## src/vcm_pkg.sv

```systemverilog
// shared constants for the video clock mux control block
package vcm_pkg;
   localparam int          AXI_ADDR_W       = 12;
   localparam int          AXI_DATA_W       = 32;
   localparam int          CTRL_W           = 7;
   localparam logic [11:0] CTRL_OFFSET      = 12'h000;
   localparam logic [6:0]  CTRL_RESET       = 7'h00;
   localparam int          SRC_LSB          = 5;
   localparam int          DAC_GATE_BIT     = 4;
   localparam int          ENC_GATE_BIT     = 3;
   localparam int          INVERT_BIT       = 2;
   localparam int          SEL_LSB          = 0;
   localparam logic [1:0]  SRC_PLL_DIV      = 2'h0;
   localparam logic [1:0]  SRC_XTAL2        = 2'h1;
   localparam logic [1:0]  SRC_XTAL1        = 2'h2;
   localparam logic [1:0]  SEL_REFERENCE    = 2'h0;
   localparam logic [1:0]  SEL_EXTERNAL     = 2'h2;
   localparam logic [1:0]  SEL_PIXEL        = 2'h3;
   localparam logic [1:0]  RESP_OKAY        = 2'h0;
   localparam logic [1:0]  RESP_SLVERR      = 2'h2;
   localparam logic [24:0] UPPER_ZERO       = 25'h0000000;

   typedef enum logic [1:0] {
      VCM_W_IDLE = 2'b01,
      VCM_W_RESP = 2'b10
   } vcm_wstate_e;

   typedef enum logic [1:0] {
      VCM_R_IDLE = 2'b01,
      VCM_R_DATA = 2'b10
   } vcm_rstate_e;
endpackage

```

## src/vcm_clk_sel.sv

```systemverilog
// source selection and gating of the video clocks
`timescale 1ns/1ps
`default_nettype none
module vcm_clk_sel
   import vcm_pkg::*;
(
   input  wire logic       pll_divided_clock,
   input  wire logic       second_crystal_input,
   input  wire logic       first_crystal_input,
   input  wire logic       external_video_clock_pin,
   input  wire logic       pixel_clock_pin,
   input  wire logic [1:0] encoder_ref_source,
   input  wire logic [1:0] video_clock_select,
   input  wire logic       dac_clock_gate,
   input  wire logic       encoder_clock_gate,
   input  wire logic       pixel_clock_invert,
   output logic            ref_clk,
   output logic            video_clk,
   output logic            encoder_clk,
   output logic            dac_clk,
   output logic            capture_pixel_clk
);
   logic pix;
   logic dac_src;

   always_comb begin
      pix = pixel_clock_pin ^ pixel_clock_invert;
      unique case (encoder_ref_source)
         SRC_PLL_DIV: ref_clk = pll_divided_clock;
         SRC_XTAL2:   ref_clk = second_crystal_input;
         SRC_XTAL1:   ref_clk = first_crystal_input;
         default:     ref_clk = 1'b0;
      endcase
      unique case (video_clock_select)
         SEL_REFERENCE: begin
            video_clk = ref_clk;
            dac_src   = ref_clk;
         end
         SEL_EXTERNAL: begin
            video_clk = external_video_clock_pin;
            dac_src   = external_video_clock_pin;
         end
         SEL_PIXEL: begin
            video_clk = pix;
            dac_src   = 1'b0;
         end
         default: begin
            video_clk = 1'b0;
            dac_src   = 1'b0;
         end
      endcase
      encoder_clk       = video_clk & encoder_clock_gate;
      dac_clk           = dac_src & dac_clock_gate;
      capture_pixel_clk = pix;
   end
endmodule // vcm_clk_sel
`default_nettype wire

```

## src/vcm_top.sv

```systemverilog
// video clock mux control: register over axi4-lite and clock selection
//
// What this block does
// encoder reference source field: 0 pll divided, 1 second crystal, 2 first crystal.
// dac clock gate bit passes the dac clock at 1, stops at 0.
// encoder clock gate bit passes the encoder clock at 1, stops at 0.
// invert bit inverts pixel clock to encoder mux and sensor capture controller.
// select 0 uses the chosen reference as video clock and dac clock.
// select 2 uses the external video clock pin for video and dac clock.
// select 3 uses the pixel clock; dac clock held off; 1 reserved.
// control fields reset to zero; bits above source field read zero, ignore writes.
// reserved encodings of either select field give no output clock; the code holds low only the clocks fed by that field, the others keep running.
//
// The AXI4-Lite register port and the placing of the registers were decided locally.
`timescale 1ns/1ps
`default_nettype none
module vcm_top
   import vcm_pkg::*;
(
   input  wire logic                  clk,
   input  wire logic                  nrst,
   input  wire logic [AXI_ADDR_W-1:0] s_axi_awaddr,
   input  wire logic [2:0]            s_axi_awprot,
   input  wire logic                  s_axi_awvalid,
   output logic                       s_axi_awready,
   input  wire logic [AXI_DATA_W-1:0] s_axi_wdata,
   input  wire logic [3:0]            s_axi_wstrb,
   input  wire logic                  s_axi_wvalid,
   output logic                       s_axi_wready,
   output logic [1:0]                 s_axi_bresp,
   output logic                       s_axi_bvalid,
   input  wire logic                  s_axi_bready,
   input  wire logic [AXI_ADDR_W-1:0] s_axi_araddr,
   input  wire logic [2:0]            s_axi_arprot,
   input  wire logic                  s_axi_arvalid,
   output logic                       s_axi_arready,
   output logic [AXI_DATA_W-1:0]      s_axi_rdata,
   output logic [1:0]                 s_axi_rresp,
   output logic                       s_axi_rvalid,
   input  wire logic                  s_axi_rready,
   input  wire logic                  pll_divided_clock,
   input  wire logic                  second_crystal_input,
   input  wire logic                  first_crystal_input,
   input  wire logic                  external_video_clock_pin,
   input  wire logic                  pixel_clock_pin,
   output logic                       ref_clk_out,
   output logic                       video_clk_out,
   output logic                       encoder_clk_out,
   output logic                       dac_clk_out,
   output logic                       capture_pixel_clk_out
);
   // word decode of the single control register
   function automatic logic is_ctrl(input logic [AXI_ADDR_W-1:0] addr);
      return addr[AXI_ADDR_W-1:2] == CTRL_OFFSET[AXI_ADDR_W-1:2];
   endfunction

   // response code of one access: only the control register is mapped
   function automatic logic [1:0] resp_of(input logic [AXI_ADDR_W-1:0] addr);
      return is_ctrl(addr) ? RESP_OKAY : RESP_SLVERR;
   endfunction

   // ---------------- write channel ----------------
   vcm_wstate_e                 wstate_reg, wstate_next;
   logic                        awready_reg, awready_next;
   logic                        wready_reg, wready_next;
   logic                        bvalid_reg, bvalid_next;
   logic [1:0]                  bresp_reg, bresp_next;
   logic                        aw_have_reg, aw_have_next;
   logic                        w_have_reg, w_have_next;
   logic [AXI_ADDR_W-1:0]       awaddr_reg, awaddr_next;
   logic [AXI_DATA_W-1:0]       wdata_reg, wdata_next;
   logic [3:0]                  wstrb_reg, wstrb_next;
   logic                        wr_fire;
   logic [AXI_ADDR_W-1:0]       wr_addr;
   logic [AXI_DATA_W-1:0]       wr_data;
   logic [3:0]                  wr_strb;

   always_comb begin
      logic aw_take;
      logic w_take;
      logic a_have;
      logic d_have;
      aw_take      = s_axi_awvalid & awready_reg;
      w_take       = s_axi_wvalid & wready_reg;
      a_have       = aw_have_reg | aw_take;
      d_have       = w_have_reg | w_take;
      wr_addr      = aw_take ? s_axi_awaddr : awaddr_reg;
      wr_data      = w_take ? s_axi_wdata : wdata_reg;
      wr_strb      = w_take ? s_axi_wstrb : wstrb_reg;
      wr_fire      = 1'b0;
      wstate_next  = wstate_reg;
      awready_next = awready_reg;
      wready_next  = wready_reg;
      bvalid_next  = bvalid_reg;
      bresp_next   = bresp_reg;
      aw_have_next = a_have;
      w_have_next  = d_have;
      awaddr_next  = wr_addr;
      wdata_next   = wr_data;
      wstrb_next   = wr_strb;
      // address and data may come in either order; the write fires once both are held
      unique case (wstate_reg)
         VCM_W_IDLE: begin
            if (a_have && d_have) begin
               wr_fire      = 1'b1;
               wstate_next  = VCM_W_RESP;
               bvalid_next  = 1'b1;
               bresp_next   = resp_of(wr_addr);
               aw_have_next = 1'b0;
               w_have_next  = 1'b0;
               awready_next = 1'b0;
               wready_next  = 1'b0;
            end else begin
               awready_next = ~a_have;
               wready_next  = ~d_have;
            end
         end
         VCM_W_RESP: begin
            if (s_axi_bready) begin
               wstate_next  = VCM_W_IDLE;
               bvalid_next  = 1'b0;
               awready_next = 1'b1;
               wready_next  = 1'b1;
            end
         end
      endcase
   end

   always_ff @(posedge clk or negedge nrst) begin
      if (!nrst) begin
         wstate_reg  <= VCM_W_IDLE;
         awready_reg <= 1'b0;
         wready_reg  <= 1'b0;
         bvalid_reg  <= 1'b0;
         bresp_reg   <= RESP_OKAY;
         aw_have_reg <= 1'b0;
         w_have_reg  <= 1'b0;
         awaddr_reg  <= '0;
         wdata_reg   <= '0;
         wstrb_reg   <= '0;
      end else begin
         wstate_reg  <= wstate_next;
         awready_reg <= awready_next;
         wready_reg  <= wready_next;
         bvalid_reg  <= bvalid_next;
         bresp_reg   <= bresp_next;
         aw_have_reg <= aw_have_next;
         w_have_reg  <= w_have_next;
         awaddr_reg  <= awaddr_next;
         wdata_reg   <= wdata_next;
         wstrb_reg   <= wstrb_next;
      end
   end

   // ---------------- control register ----------------
   logic [CTRL_W-1:0] ctrl_reg, ctrl_next;

   always_comb begin
      ctrl_next = ctrl_reg;
      // only byte lane 0 holds stored bits; the rest are dropped
      if (wr_fire && is_ctrl(wr_addr) && wr_strb[0]) begin
         ctrl_next = wr_data[CTRL_W-1:0];
      end
   end

   always_ff @(posedge clk or negedge nrst) begin
      if (!nrst) begin
         ctrl_reg <= CTRL_RESET;
      end else begin
         ctrl_reg <= ctrl_next;
      end
   end

   // ---------------- read channel ----------------
   vcm_rstate_e           rstate_reg, rstate_next;
   logic                  arready_reg, arready_next;
   logic                  rvalid_reg, rvalid_next;
   logic [1:0]            rresp_reg, rresp_next;
   logic [AXI_DATA_W-1:0] rdata_reg, rdata_next;

   always_comb begin
      rstate_next  = rstate_reg;
      arready_next = arready_reg;
      rvalid_next  = rvalid_reg;
      rresp_next   = rresp_reg;
      rdata_next   = rdata_reg;
      unique case (rstate_reg)
         VCM_R_IDLE: begin
            arready_next = 1'b1;
            if (s_axi_arvalid && arready_reg) begin
               rstate_next  = VCM_R_DATA;
               arready_next = 1'b0;
               rvalid_next  = 1'b1;
               rresp_next   = resp_of(s_axi_araddr);
               if (is_ctrl(s_axi_araddr)) begin
                  rdata_next = {UPPER_ZERO, ctrl_reg};
               end else begin
                  rdata_next = '0;
               end
            end
         end
         VCM_R_DATA: begin
            if (s_axi_rready) begin
               rstate_next  = VCM_R_IDLE;
               rvalid_next  = 1'b0;
               arready_next = 1'b1;
            end
         end
      endcase
   end

   always_ff @(posedge clk or negedge nrst) begin
      if (!nrst) begin
         rstate_reg  <= VCM_R_IDLE;
         arready_reg <= 1'b0;
         rvalid_reg  <= 1'b0;
         rresp_reg   <= RESP_OKAY;
         rdata_reg   <= '0;
      end else begin
         rstate_reg  <= rstate_next;
         arready_reg <= arready_next;
         rvalid_reg  <= rvalid_next;
         rresp_reg   <= rresp_next;
         rdata_reg   <= rdata_next;
      end
   end

   assign s_axi_awready = awready_reg;
   assign s_axi_wready  = wready_reg;
   assign s_axi_bvalid  = bvalid_reg;
   assign s_axi_bresp   = bresp_reg;
   assign s_axi_arready = arready_reg;
   assign s_axi_rvalid  = rvalid_reg;
   assign s_axi_rresp   = rresp_reg;
   assign s_axi_rdata   = rdata_reg;

   // ---------------- clock selection ----------------
   logic sel_ref;
   logic sel_video;
   logic sel_encoder;
   logic sel_dac;
   logic sel_capture;

   // control fields as named nets for the clock selector
   logic [1:0] encoder_ref_source;
   logic [1:0] video_clock_select;
   logic       dac_clock_gate;
   logic       encoder_clock_gate;
   logic       pixel_clock_invert;

   assign encoder_ref_source = ctrl_reg[SRC_LSB+1:SRC_LSB];
   assign video_clock_select = ctrl_reg[SEL_LSB+1:SEL_LSB];
   assign dac_clock_gate     = ctrl_reg[DAC_GATE_BIT];
   assign encoder_clock_gate = ctrl_reg[ENC_GATE_BIT];
   assign pixel_clock_invert = ctrl_reg[INVERT_BIT];

   // sources are sampled as data on clk, so only sources well below half the
   // clk rate come through intact; this is not a glitch-free clock switch
   vcm_clk_sel u_sel (
      .pll_divided_clock        (pll_divided_clock),
      .second_crystal_input     (second_crystal_input),
      .first_crystal_input      (first_crystal_input),
      .external_video_clock_pin (external_video_clock_pin),
      .pixel_clock_pin          (pixel_clock_pin),
      .encoder_ref_source       (encoder_ref_source),
      .video_clock_select       (video_clock_select),
      .dac_clock_gate           (dac_clock_gate),
      .encoder_clock_gate       (encoder_clock_gate),
      .pixel_clock_invert       (pixel_clock_invert),
      .ref_clk                  (sel_ref),
      .video_clk                (sel_video),
      .encoder_clk              (sel_encoder),
      .dac_clk                  (sel_dac),
      .capture_pixel_clk        (sel_capture)
   );

   logic ref_reg;
   logic video_reg;
   logic encoder_reg;
   logic dac_reg;
   logic capture_reg;

   // sampled copies keep every output on a flop, at the cost of one cycle
   always_ff @(posedge clk or negedge nrst) begin
      if (!nrst) begin
         ref_reg     <= 1'b0;
         video_reg   <= 1'b0;
         encoder_reg <= 1'b0;
         dac_reg     <= 1'b0;
         capture_reg <= 1'b0;
      end else begin
         ref_reg     <= sel_ref;
         video_reg   <= sel_video;
         encoder_reg <= sel_encoder;
         dac_reg     <= sel_dac;
         capture_reg <= sel_capture;
      end
   end

   assign ref_clk_out           = ref_reg;
   assign video_clk_out         = video_reg;
   assign encoder_clk_out       = encoder_reg;
   assign dac_clk_out           = dac_reg;
   assign capture_pixel_clk_out = capture_reg;
endmodule // vcm_top
`default_nettype wire

```

## config.mk

```make
export PLATFORM = sky130hd
export DESIGN_NAME = vcm_top
export DESIGN_NICKNAME = d
export VERILOG_FILES = /design/src/vcm_pkg.sv /design/src/vcm_clk_sel.sv /design/src/vcm_top.sv
export SDC_FILE = /design/constraint.sdc
export NUM_CORES = 1
export LEC_CHECK = 0
export BUFFER_PORTS_ARGS = -buffer_cell sky130_fd_sc_hd__clkbuf_2
export CAP_MARGIN = 10
export CELL_PAD_IN_SITES_DETAIL_PLACEMENT = 0
export CELL_PAD_IN_SITES_GLOBAL_PLACEMENT = 2
export CORE_MARGIN = 2
export CORE_UTILIZATION = 23
export CTS_CLUSTER_SIZE = 14
export DETAILED_ROUTE_END_ITERATION = 10
export PLACE_DENSITY_LB_ADDON = 0.1
export SETUP_SLACK_MARGIN = 0.02
export SLEW_MARGIN = 20
export SYNTH_ARGS = -nofsm -noshare
export SYNTH_HDL_FRONTEND = slang
export SYNTH_SLANG_ARGS = --single-unit
```

## constraint.sdc

```tcl
create_clock -name clk -period 1.64 [get_ports clk]
set_input_delay 0.164 -clock clk [delete_from_list [all_inputs] [get_ports clk]]
set_output_delay 0.164 -clock clk [all_outputs]
set_load 0.005 [all_outputs]
```

==> reports/metrics.yaml <==
die_w_um: 100
tritoncts: "built"
post-route-min-period_ns: 1.71
synth.top_cell.area_share_pct: 53.8
drtAntennaViolNets: 0
drt_first_iter_violations: 21
setup_ws_ns: -0.0722
multi_input_area_um2: 868
yosys_register_bits: 48
grt_pass1_vias: 1460
cts_root_buf: "clkbuf_8"
vias: 1489
cts-htree-levels: 2
drive_gt1_share_pct: 47.5
power_density_nw_per_um2: 1210
cp_slowest_cell: "dfstp_2"
grtUsageTotal_pct: 9.74
wl_per_cell_um: 12.7
p_leak_nw: 1.36
rsz0062_at_grt: "yes"
n_antenna_cell: 0
yosys-top-cells-area: "dfrtp_1, mux2_2, buf_4"
synth.distinct_cells: 32
clk_latency_ns: 0.29
maxCapViolations: 0
min_path_cells: 2
critPathKind: "reg -> reg"
core_area_um2: 9150
grt_antenna_before_repair: 0
dieHeight_um: 100
rows: 35
clkTransAtPathRegs_ns: 0.08
r2r_cells: 5
critPathMaxFanout: 7
fillers: 951
r2r_slack_ns: -0.07
syn_inst: 171
cts_buffer_depth: 2
grt_max_degree: 19
start_kind: "register"
initial_utilization_pct: 23.4
setup.worst_path.end_class: "register"
regArea_um2: 1200
violations: "setup timing"
p_total_w: 0.00340
maxSlewViolCount: 0
crit_start: "wstate_reg[0]"
hold_class: "in -> reg"
period_share_pct: 104
numCtsBuffers: 5
whs_ns: 0.0842
fin_nets: 336
final_common_cell: "clkbuf_2"
hold_start: "pixel_clock_pin"
io_pins: 124
largest_reg_flops: 10
hpwl_mm: 3.74
vdd_drop_max_mv: 0.415
hold_violations: 0
drc_errors: 0
synth_top_area_cell: "dfrtp_1"
routabilityCongestion: 0.665
reg2reg_to: "ctrl_reg[5]"
fin_worst_skew_ns: 0.00213
firstDrtPassIters: 4
setup_viol: 7
max_clock_freq_ghz: 0.584
grt_first_pass_wirelength_mm: 7.57
stdcell_count: 370
yosys_warnings: 0
critPathCapture: "ctrl_reg[5]"
critPathMaxStageDelay_ns: 0.54
synth_area_um2: 2140
final_cell_mix: "clkbuf_2, dfrtp_1, conb_1"
r2r_start: "wstate_reg[0]"
path_cells: "nor2b_4 > nand2_2 > a2111oi_4 > buf_6 > mux2_4"
fin_util_pct: 30.6
cp_data_required_time_ns: 1.82
syn_avg_cell_area_um2: 12.5
placed_cells: 360
yosysSeqAreaShare_pct: 56.2
cp_data_arrival_time_ns: 1.90
wirelength_mm: 4.70
routed_via_density: 4.02
clkSinkCount: 48
dieArea_um2: 10100
overflow: 0
areaGrowthSynthToFinish_pct: 30.9
io_buffers: 58
tns_ns: -0.491
status: "finished with violations"
-- kinds of logic (layout without fill, tap and decap cells) --
kind of cell           Yosys count  in the layout  share of synthesized area (%)
flip-flops                      48             48                           56.2
AND/OR/NAND/NOR                 35             35                           9.18
buffers and inverters           34             96                           10.7
multiplexers                    28             28                           14.5
AO/OA/AOI/OAI                   24             24                           8.83
other                            1             27                          0.175
XOR/XNOR                         1              1                          0.409
-- area by class of cell --
type,instances,share of cell area [%]
multi-input cells,115,31.0
repair buffers,82,17.0
well taps,111,4.96
flip-flops and latches,48,43.0
clock buffers,8,3.22
inverters,6,0.804
-- per-stage QoR --
step	cell area (µm²)	setup WS (ns)
2_1_floorplan	2240	-0.129
3_3_place_gp	2630	-0.211
3_5_place_dp	2630	-0.234
4_1_cts	2790	-0.161
5_1_grt	2800	-0.151
6_report	2800	-0.0722
-- what timing repair did --
action / in CTS / in global routing
pin swaps: 5 / 3
endpoints found under the setup margin: 7 / 7
buffers inserted: 1 / 0
hold buffers: 1 / 0
gates resized for setup: 13 / 4
endpoints found under the hold margin: 14 / 0
-- worst min-delay path by stage --
| stage | to | slack (ns) |
|---|---|---|
| after floorplan | aw_have_reg | -0.13 |
| after global placement | w_have_reg | 0.14 |
| after detailed placement | w_have_reg | 0.13 |
| after CTS | capture_pixel_clk_out | 0.07 |
| after global routing | capture_pixel_clk_out | 0.08 |
| final | capture_pixel_clk_out | 0.08 |
-- synthesized netlist by cell type --
cell	n
mux2_2	24
nor2_1	8
o21ai_0	1
conb_1	1
or4_1	1
o2bb2ai_1	1
a22oi_1	2
dfrtp_1	46
dfstp_2	2
nor4_1	4
nand2_1	5
a2111oi_4	1
nand3_1	2
nor2b_1	3
xor2_1	1
nor3_2	1
nand3b_1	1
nor3_1	3
clkbuf_1	1
and2_1	1
a21oi_1	8
mux2i_1	4
and4bb_1	1
o22a_1	1
a22o_1	7
a21o_1	1
nand4b_1	1
nor3b_1	1
inv_1	6
nand2b_1	3
buf_4	27
a211oi_1	2
-- metal layers --
layer  global-route usage, %  routed length, µm  up-vias
met5                       0                  0        -
met4                    2.85                 50        0
met3                    2.98                313        8
met2                    14.9               2100       55
met1                    13.3               2230      709
li1                        -                  -      717
-- critical path, delay by kind of cell, from the launching register on --
family | cells | cell delay, ns
flops | 1 | 0.54
simple gates | 2 | 0.24
compound gates | 1 | 0.33
mux | 1 | 0.30
buf+inv | 1 | 0.20
-- where the power goes --
part           internal [W]  switching [W]  total (W)
Clock              0.000344       0.000372   0.000716
Combinational      0.000525       0.000438   0.000963
Sequential          0.00153       0.000187    0.00172
Total               0.00240       0.000997    0.00340
Note: power is estimated with default switching activity, not from simulation.
